[config.mk]
export PLATFORM = sky130hd
export DESIGN_NAME = vio_top
export DESIGN_NICKNAME = d
export VERILOG_FILES = /design/src/vio_pkg.sv /design/src/vio_top.sv
export SDC_FILE = /design/constraint.sdc
export NUM_CORES = 2
export LEC_CHECK = 0
export BUFFER_PORTS_ARGS = -buffer_cell sky130_fd_sc_hd__buf_2
export CORE_ASPECT_RATIO = 0.9
export CORE_UTILIZATION = 35
export DETAILED_ROUTE_END_ITERATION = 8
export GPL_ROUTABILITY_DRIVEN = 0
export PLACE_DENSITY = 0.61
export SLEW_MARGIN = 20
export SYNTH_ARGS = -nofsm -noshare
export SYNTH_HDL_FRONTEND = slang
export SYNTH_SLANG_ARGS = --single-unit
[constraint.sdc]
create_clock -name CLOCK -period 3 [get_ports CLOCK]
set_clock_uncertainty 0.2 [all_clocks]
set_input_delay 0 -clock CLOCK [delete_from_list [all_inputs] [get_ports CLOCK]]
set_output_delay 0 -clock CLOCK [all_outputs]
set_load 0.02 [all_outputs]
[src/vio_pkg.sv]
// register map, field values and shared types of the virtual io mapping block
package vio_pkg;
	localparam int ADDR_W = 12;
	localparam int DATA_W = 32;
	localparam int REG_W  = 16;
	localparam int IN_N   = 8;
	localparam int OUT_N  = 7;
	localparam int IDX_W  = 10;
	localparam int COND_W = 20;

	// register indices; byte address is four times the index
	localparam logic [IN_N-1:0][IDX_W-1:0] IDX_VIN_FUNC = {
		10'h025, 10'h023, 10'h021, 10'h01F, 10'h01D, 10'h01B, 10'h019, 10'h017};
	localparam logic [IN_N-1:0][IDX_W-1:0] IDX_VIN_MODE = {
		10'h026, 10'h024, 10'h022, 10'h020, 10'h01E, 10'h01C, 10'h01A, 10'h018};
	localparam logic [OUT_N-1:0][IDX_W-1:0] IDX_VOUT_FUNC = {
		10'h038, 10'h036, 10'h034, 10'h032, 10'h030, 10'h02E, 10'h02C};
	localparam logic [OUT_N-1:0][IDX_W-1:0] IDX_VOUT_POL = {
		10'h039, 10'h037, 10'h035, 10'h033, 10'h031, 10'h02F, 10'h02D};
	localparam logic [IDX_W-1:0] IDX_VOUT_LEVEL = 10'h02B;
	localparam logic [IDX_W-1:0] IDX_VIN_VALUE  = 10'h040;

	localparam logic [REG_W-1:0] REG_RESET  = 16'h0000;
	localparam logic [REG_W-1:0] MODE_EDGE  = 16'h0001;
	localparam logic [REG_W-1:0] POL_LOW    = 16'h0001;
	localparam logic [REG_W-1:0] FUNC_NONE  = 16'h0000;
	localparam logic [REG_W-1:0] FUNC_SPARE = 16'h0010;
	localparam logic [REG_W-1:0] FUNC_LAST  = 16'h0013;

	// drive conditions; bit position equals the output function code
	typedef struct packed {
		logic angle_ident_ready;
		logic dynamic_brake;
		logic brake_control;
		logic spare16;
		logic electrical_homing_complete;
		logic homing_complete;
		logic speed_limited;
		logic torque_limited;
		logic positioning_complete;
		logic positioning_near;
		logic torque_reached;
		logic speed_reached;
		logic speed_coincidence;
		logic zero_speed;
		logic motor_rotating;
		logic fault;
		logic warning;
		logic running;
		logic drive_ready;
		logic spare0;
	} vio_cond_s;

	typedef struct packed {
		logic [IN_N-1:0][REG_W-1:0]  in_func;
		logic [IN_N-1:0][REG_W-1:0]  in_mode;
		logic [OUT_N-1:0][REG_W-1:0] out_func;
		logic [OUT_N-1:0][REG_W-1:0] out_pol;
		logic [IN_N-1:0]             vin_value;
		logic [IN_N-1:0]             vin_pulse;
		logic [IN_N-1:0]             vin_active;
		logic [OUT_N-1:0]            vout;
		logic [DATA_W-1:0]           prdata;
		logic                        pready;
		logic                        pslverr;
	} vio_state_s;
endpackage

[src/vio_top.sv]
// virtual input and output mapping with its apb register file
//
// The APB slave port is this design's own decision.
module vio_top
	import vio_pkg::*;
(
	input  wire logic                        CLOCK,
	input  wire logic                        RST_N,
	input  wire logic                        PSEL,
	input  wire logic                        PENABLE,
	input  wire logic                        PWRITE,
	input  wire logic [ADDR_W-1:0]           PADDR,
	input  wire logic [DATA_W-1:0]           PWDATA,
	output logic      [DATA_W-1:0]           PRDATA,
	output logic                             PREADY,
	output logic                             PSLVERR,
	input  wire vio_cond_s                   DRIVE_COND,
	output logic      [IN_N-1:0]             VIN_ACTIVE,
	output logic      [IN_N-1:0][REG_W-1:0]  VIN_FUNC,
	output logic      [OUT_N-1:0]            VOUT
);
	vio_state_s          st;
	vio_state_s          next_st;
	logic [IDX_W-1:0]    idx;
	logic                hit;
	logic                ro;
	logic [REG_W-1:0]    rd;
	logic                done;
	logic [COND_W-1:0]   cond;
	logic                sel;

	always_comb begin
		next_st = st;
		next_st.pready = 1'b0;
		next_st.pslverr = 1'b0;
		next_st.vin_pulse = '0;
		idx = PADDR[ADDR_W-1:2];
		hit = 1'b0;
		ro = 1'b0;
		rd = REG_RESET;
		done = PSEL & PENABLE & st.pready;
		cond = DRIVE_COND;
		sel = 1'b0;

		// address decode
		for (int k = 0; k < IN_N; k++) begin
			if (idx == IDX_VIN_FUNC[k]) begin
				hit = 1'b1;
				rd = st.in_func[k];
			end
			if (idx == IDX_VIN_MODE[k]) begin
				hit = 1'b1;
				rd = st.in_mode[k];
			end
		end
		for (int j = 0; j < OUT_N; j++) begin
			if (idx == IDX_VOUT_FUNC[j]) begin
				hit = 1'b1;
				rd = st.out_func[j];
			end
			if (idx == IDX_VOUT_POL[j]) begin
				hit = 1'b1;
				rd = st.out_pol[j];
			end
		end
		if (idx == IDX_VOUT_LEVEL) begin
			hit = 1'b1;
			ro = 1'b1;
			rd = {{(REG_W-OUT_N){1'b0}}, st.vout};
		end
		if (idx == IDX_VIN_VALUE) begin
			hit = 1'b1;
			rd = {{(REG_W-IN_N){1'b0}}, st.vin_value};
		end
		if (PADDR[1:0] != 2'b00) begin
			hit = 1'b0;
		end

		// setup phase: answer is registered for the access phase
		if (PSEL & ~PENABLE) begin
			next_st.pready = 1'b1;
			next_st.pslverr = ~hit | (PWRITE & ro);
			next_st.prdata = (hit & ~PWRITE) ? {{(DATA_W-REG_W){1'b0}}, rd} : '0;
		end

		// write takes effect at the completing edge only
		if (done & PWRITE & ~st.pslverr) begin
			for (int k = 0; k < IN_N; k++) begin
				if (idx == IDX_VIN_FUNC[k]) begin
					next_st.in_func[k] = PWDATA[REG_W-1:0];
				end
				if (idx == IDX_VIN_MODE[k]) begin
					next_st.in_mode[k] = PWDATA[REG_W-1:0];
				end
			end
			for (int j = 0; j < OUT_N; j++) begin
				if (idx == IDX_VOUT_FUNC[j]) begin
					next_st.out_func[j] = PWDATA[REG_W-1:0];
				end
				if (idx == IDX_VOUT_POL[j]) begin
					next_st.out_pol[j] = PWDATA[REG_W-1:0];
				end
			end
			if (idx == IDX_VIN_VALUE) begin
				next_st.vin_value = PWDATA[IN_N-1:0];
				next_st.vin_pulse = PWDATA[IN_N-1:0] & ~st.vin_value;
			end
		end

		// virtual input assertion
		for (int k = 0; k < IN_N; k++) begin
			if (st.in_mode[k] == MODE_EDGE) begin
				next_st.vin_active[k] = next_st.vin_pulse[k];
			end else begin
				next_st.vin_active[k] = next_st.vin_value[k];
			end
		end

		// virtual output selection and polarity
		for (int j = 0; j < OUT_N; j++) begin
			sel = 1'b0;
			if (st.out_func[j] != FUNC_NONE && st.out_func[j] != FUNC_SPARE && st.out_func[j] <= FUNC_LAST) begin
				sel = cond[st.out_func[j][4:0]];
			end
			next_st.vout[j] = sel ^ (st.out_pol[j] == POL_LOW);
		end
	end

	always_ff @(posedge CLOCK) begin
		if (!RST_N) begin
			st <= '0;
		end else begin
			st <= next_st;
		end
	end

	assign PRDATA = st.prdata;
	assign PREADY = st.pready;
	assign PSLVERR = st.pslverr;
	assign VIN_ACTIVE = st.vin_active;
	assign VIN_FUNC = st.in_func;
	assign VOUT = st.vout;
endmodule

* Word-level counts from Yosys, hierarchy flattened
Index checks and enable logic that the tools add are counted.
** Storage, ports and cells
- Word-level logic and storage cells :: 277
- Input port bits :: 69
- Output and inout bits :: 177
- Register bits after elaboration :: 521
** Operators by class
- Equal/unequal tests :: 54
- Bitwise gates (word level) :: 21
- Reduce and logical (&&, ||, !) cells :: 53
- Muxes and demuxes :: 99
- Magnitude comparators :: 14
** Operators by type and width (number)
- $mux W16 :: 35
- $eq A16 B1 Y1 const B :: 15
- $eq A10 B6 Y1 const B :: 22
- $le A16 B5 Y1 const B :: 7
- $ne A16 B5 Y1 const B :: 7
- $reduce_bool A16 Y1 :: 7
- $eq A10 B5 Y1 const B :: 9
- $reduce_and A2 Y1 :: 31
- $mux W1 :: 56
- $lt A5 B6 Y1 const B :: 7
- $bmux W1 S5 :: 7
- $logic_and A1 B1 Y1 :: 14
- $eq A10 B7 Y1 const B :: 1
- $and A8 B8 Y8 :: 1
- $not A8 Y8 :: 1
- $and A1 B1 Y1 :: 7
- $xor A1 B1 Y1 :: 7
- $not A1 Y1 :: 4
- $mux W2 :: 1
- $reduce_bool A2 Y1 :: 1
- $or A1 B1 Y1 :: 1

* Depth between registers and ports, before layout
- Depth in word-level cells :: 37
- Gate-level depth with buffers :: 13
- Gate-level depth less buffers :: 8

* Worst setup path before layout
Ideal clock, no wire load.
- Kind :: in2reg
- Start point :: in PADDR[5]
- End point :: reg st (netlist bit PRDATA[4])
- Path slack :: 447 ps
- Stages :: 10
- Setup time :: 86 ps
- Data required time :: 2714 ps
- Arrival :: 2267 ps
- Path through :: buf_2 > or4_1 > clkbuf_1 > or3_4 > buf_6 > o21ai_4 > a2bb2oi_1 > nand2_1 > or4_1 > a221oi_2
** Between the ends
- Longest elaborated chain between the ends :: 36
** RTL lines
- start, declared :: RTL line vio_top.sv:12 : input wire logic [ADDR_W-1:0] PADDR,
- $eq A10 B5 Y1 :: RTL line vio_top.sv:47 : if (idx == IDX_VIN_FUNC[k]) begin
- $mux W1 :: RTL line vio_top.sv:47
- $mux W1 :: RTL line vio_top.sv:51 : if (idx == IDX_VIN_MODE[k]) begin
- $mux W1 :: RTL line vio_top.sv:47
- $mux W1 :: RTL line vio_top.sv:51
- $mux W1 :: RTL line vio_top.sv:47
- $mux W1 :: RTL line vio_top.sv:51
- $mux W1 :: RTL line vio_top.sv:47
- [20 not listed]
- $mux W1 :: RTL line vio_top.sv:61 : if (idx == IDX_VOUT_POL[j]) begin
- $mux W1 :: RTL line vio_top.sv:57 : if (idx == IDX_VOUT_FUNC[j]) begin
- $mux W1 :: RTL line vio_top.sv:61
- $mux W1 :: RTL line vio_top.sv:66 : if (idx == IDX_VOUT_LEVEL) begin
- $mux W1 :: RTL line vio_top.sv:71 : if (idx == IDX_VIN_VALUE) begin
- $mux W1 :: RTL line vio_top.sv:75 : if (PADDR[1:0] != 2'b00) begin
- $and A1 B1 Y1 :: RTL line vio_top.sv:83 : next_st.prdata = (hit & ~PWRITE) ? {{(DATA_W-REG_W){1'b0}}, rd} : '0;
- $mux W16 * :: RTL line vio_top.sv:83
- end signal, assigned :: RTL line vio_top.sv:133 : st <= next_st;
- end, declared :: RTL line vio_top.sv:22 : vio_state_s st;
Mark *: on every way between the ends. The rest lies on a longest branch, timed or not.
A chain may end at the register's enable or synchronous reset.

* Worst setup path in the final report
- Start point :: reg st[303] in the netlist's numbering
- End point :: reg st (netlist bit PRDATA[14])
** Between the ends
- Longest elaborated chain between the ends :: 32
** RTL lines (RTL line)
- $mux W16 :: vio_top.sv:51
- $mux W16 :: vio_top.sv:47
- $mux W16 :: vio_top.sv:51
- $mux W16 :: vio_top.sv:47
- $mux W16 :: vio_top.sv:51
- $mux W16 :: vio_top.sv:47
- $mux W16 :: vio_top.sv:51
- $mux W16 :: vio_top.sv:47
- [16 not listed]
- $mux W16 :: vio_top.sv:61
- $mux W16 :: vio_top.sv:57
- $mux W16 :: vio_top.sv:61
- $mux W16 :: vio_top.sv:57
- $mux W16 :: vio_top.sv:61
- $mux W16 :: vio_top.sv:66
- $mux W16 :: vio_top.sv:71
- $mux W16 :: vio_top.sv:83
No other way between the ends.

==> out/results.md <==
## Finish
* **Filler Cells Inserted** 7652
* **growth of design area from synthesis to finish** 15.1%
* **Layout Cell Area excl Fill** 0.0307 mm²
* **FF/Latch Area** 0.0104 mm²
* **proportion of layout cells with a drive suffix above 1** 0.165
* **combined area of the multi-input logic cells** 0.0138 mm²
* **final std cells w/o fill** 4759
* **post-layout net count** 3769

## Logic synthesis
* **total of flip-flops plus latches after synthesis** 521
* **number of unique standard cell types used by synthesis** 85
* **Avg Inst Size Synth** 7.40 µm²
* **number of cells produced by synthesis** 3600
* **ranking of synthesized cells by area** dfxtp_1 (39%), nand2_1 (16%), a21oi_1 (11%)
* **post-synth design cell area** 0.0267 mm²
* **top cells by count, synth** nand2_1 (1106), a21oi_1 (570), dfxtp_1 (521), clkbuf_1 (235), buf_4 (175)
* **area leader, netlist** dfxtp_1
* **async set or reset register ratio after synthesis** 0
* **count of synthesis-stage warnings from yosys** 0
* **number of flops mapped to enable cells by yosys** 0
* **fraction of post-synthesis cell area in the top cell type by area** 0.391
* **sequential cell area fraction in the yosys report** 0.391
* **most frequently used cell type in the post-synthesis netlist** nand2_1
* **top flip-flop cell by instance count after synthesis** dfxtp_1

## Clock tree
* **total clock sinks** 521
* **maximum buffer depth of the clock tree** 3
* **clock tree from TritonCTS** built
* **number of buffers added by the clock tree synthesis step** 54
* **maximum level of the CTS H-tree** 2
* **later-pin clock latency in the skew report** 630 ps
* **root buffer cell** clkbuf_16
* **clock transition at the registers of the reported paths** 70 ps

## Global routing
* **number of antenna violations at the first check in global routing** 2
* **via count of the first global-routing pass** 25500
* **aggregate global routing overflow** 0
* **global-route wire length before repair** 178 mm
* **total global-route track usage** 0.309
* **maximum number of pins on one net before global-route repair** 209

## Timing
* **post-route minimum period** 2960 ps
* **endpoints failing setup** 0
* **relative max-transition margin** 0.134
* **final period utilization** 0.988
* **Final Hold Violating Endpoints** 0
* **Slew Viols, Final** 0
* **RSZ-0062 raised after global routing** false
* **slew at the pin closest to its max-slew limit** 1300 ps
* **setup tns final** 0 ps
* **hold slack** 54.7 ps
* **Fmax** 0.337 GHz
* **Final WS setup** 35.6 ps

## Worst hold path
* **hold path endpoint** PRDATA[7]
* **count of cells along the worst hold path** 7
* **startpoint of the worst hold path** PADDR[10]
* **Hold WC Path Type** input port to flop

## Floorplan
* **Row Count** 95
* **x dimension of the die** 293 µm
* **Initial Util** 0.355
* **die area** 0.0773 mm²
* **Chip Height** 264 µm
* **core region area** 0.0750 mm²
* **total I/O pin count** 246

## Worst setup path
* **critical path endpoint category** flop
* **end of the worst register-to-register path** PRDATA[14]
* **Register-to-Register Setup Slack** 40 ps
* **length in cells of the worst reg-to-reg path** 8
* **maximum fanout count along the critical path** 3
* **required time reported for the critical path endpoint** 3360 ps
* **reg2reg start** st[303]
* **Setup Crit Path Kind** flop to flop
* **worst setup path startpoint** st[303]
* **element type at the critical path start** flop
* **crit path DAT** 3320 ps

## Drt
* **average routed wire per standard cell** 26.2 µm
* **via-per-instance ratio** 6.04
* **total detailed-routing wirelength** 125 mm
* **number of nets with antenna violations after detailed routing** 0
* **initial DRC count** 4849
* **Initial DRT Pass Iterations** 7
* **detailed-route via count** 28700
* **post-detailed-route DRC marker count** 0

## Placement
* **Post-DP HPWL** 90.1 mm
* **Post-Place Worst Slack** -427 ps
* **buffers added on ports** 213
* **Placed Instance Area** 0.0286 mm²
* **Placed Cells incl. Taps** 4629

## Power and ir drop
* **Leakage** 10.7 nW
* **power density of the placed cells** 483 mW/mm²
* **Peak VDD IR** 0.000452 V

## Status
* **run status** finished clean

## Run
* **total of max-cap violations** 0

critical path, stage by stage (launching register included):
cell,delay (ps)
dfxtp_1,360
or3b_2,440
a21oi_1,200
o31ai_1,130
a221oi_1,500
o221ai_1,310
a31oi_2,290
o21ai_1,240
a22oi_1,220
area by class of cell:
class | instances | share of cell area
Antenna cell | 3 | 0.000245
Clock buffer | 76 | 0.0513
Clock inverter | 18 | 0.00644
Inverter | 14 | 0.00196
Multi-Input combinational cell | 2628 | 0.451
Sequential cell | 521 | 0.340
Tap cell | 1018 | 0.0415
Timing Repair Buffer | 481 | 0.108
cell usage in the layout (no fill, tap or decap), types with 6 or more instances in the layout:
cell type,instances
dfxtp_1,521
a22oi_1,22
nor2_1,161
o2bb2ai_1,7
a21oi_1,570
inv_1,12
nor4_1,65
a21o_1,7
nand2_1,1106
a22o_1,9
nor2b_1,12
and3_1,8
mux2i_1,34
a2111oi_0,15
o221ai_1,25
buf_12,11
nand3_1,42
o21ai_0,112
or3_1,7
a221oi_1,25
a2bb2oi_1,6
a211oi_1,22
dlygate4sd3_1,28
nand2b_1,17
clkbuf_1,9
o211ai_1,21
nor3_1,38
nand4_1,32
clkinv_2,12
nor4b_1,26
buf_4,229
mux4_2,41
mux2_2,12
buf_2,211
nand3b_1,7
conb_1,16
a222oi_1,6
clkbuf_8,12
o22ai_1,39
clkbuf_16,55
routing by layer:
layer  track usage  vias up  routed length, µm  part of all wire
met2         0.422     2299              49600              0.40
met4         0.119        0               5330             0.043
met5             0        -                  0                 0
met1         0.446    13600              51300              0.41
met3        0.0939      330              18600              0.15
li1              -    12500                  -                 -
where the power goes:
group,internal (mW),leakage [nW],switching (mW)
Clock,3.98,0.887,2.95
Combinational,0.261,5.59,0.725
Sequential,6.92,4.19,0.000773
Total,11.2,10.7,3.67
worst max path at each step:
stage	end	slack [ps]	cells past startpoint
6_report	PRDATA[14]	40	8
5_1_grt	PRDATA[14]	80	8
4_1_cts	VIN_ACTIVE[6]	8	7
3_5_place_dp	PRDATA[6]	-430	13
3_3_place_gp	PRDATA[6]	-380	13
2_1_floorplan	PRDATA[4]	450	10
flip-flops by register name, indices dropped and copies added (netlist names):
signal      count
PSLVERR         1
VIN_ACTIVE      8
PREADY          1
st            360
VOUT            7
VIN_FUNC      128
PRDATA         16
metrics by stage:
stage / power [mW] / util
after floorplan: 7.55 / -
after global placement: 7.98 / 0.381
after detailed placement: 7.98 / 0.381
after CTS: 14.8 / 0.408
after global routing: 15.1 / 0.409
final: 14.8 / 0.409
what timing repair did:
item,CTS,global route
endpoints found under the setup margin,0,34
hold endpoints to repair,384,2
hold buffers,28,1
buffers inserted,0,4
gates resized for setup,0,5
cells by family after synthesis:
logic type	share of synthesized area
xor+xnor	0.00263
other cells	0.000141
simple gates	0.251
flops	0.391
compound gates	0.210
mux	0.0525
buf+inv	0.0922
(Power assumes the default switching activity.)
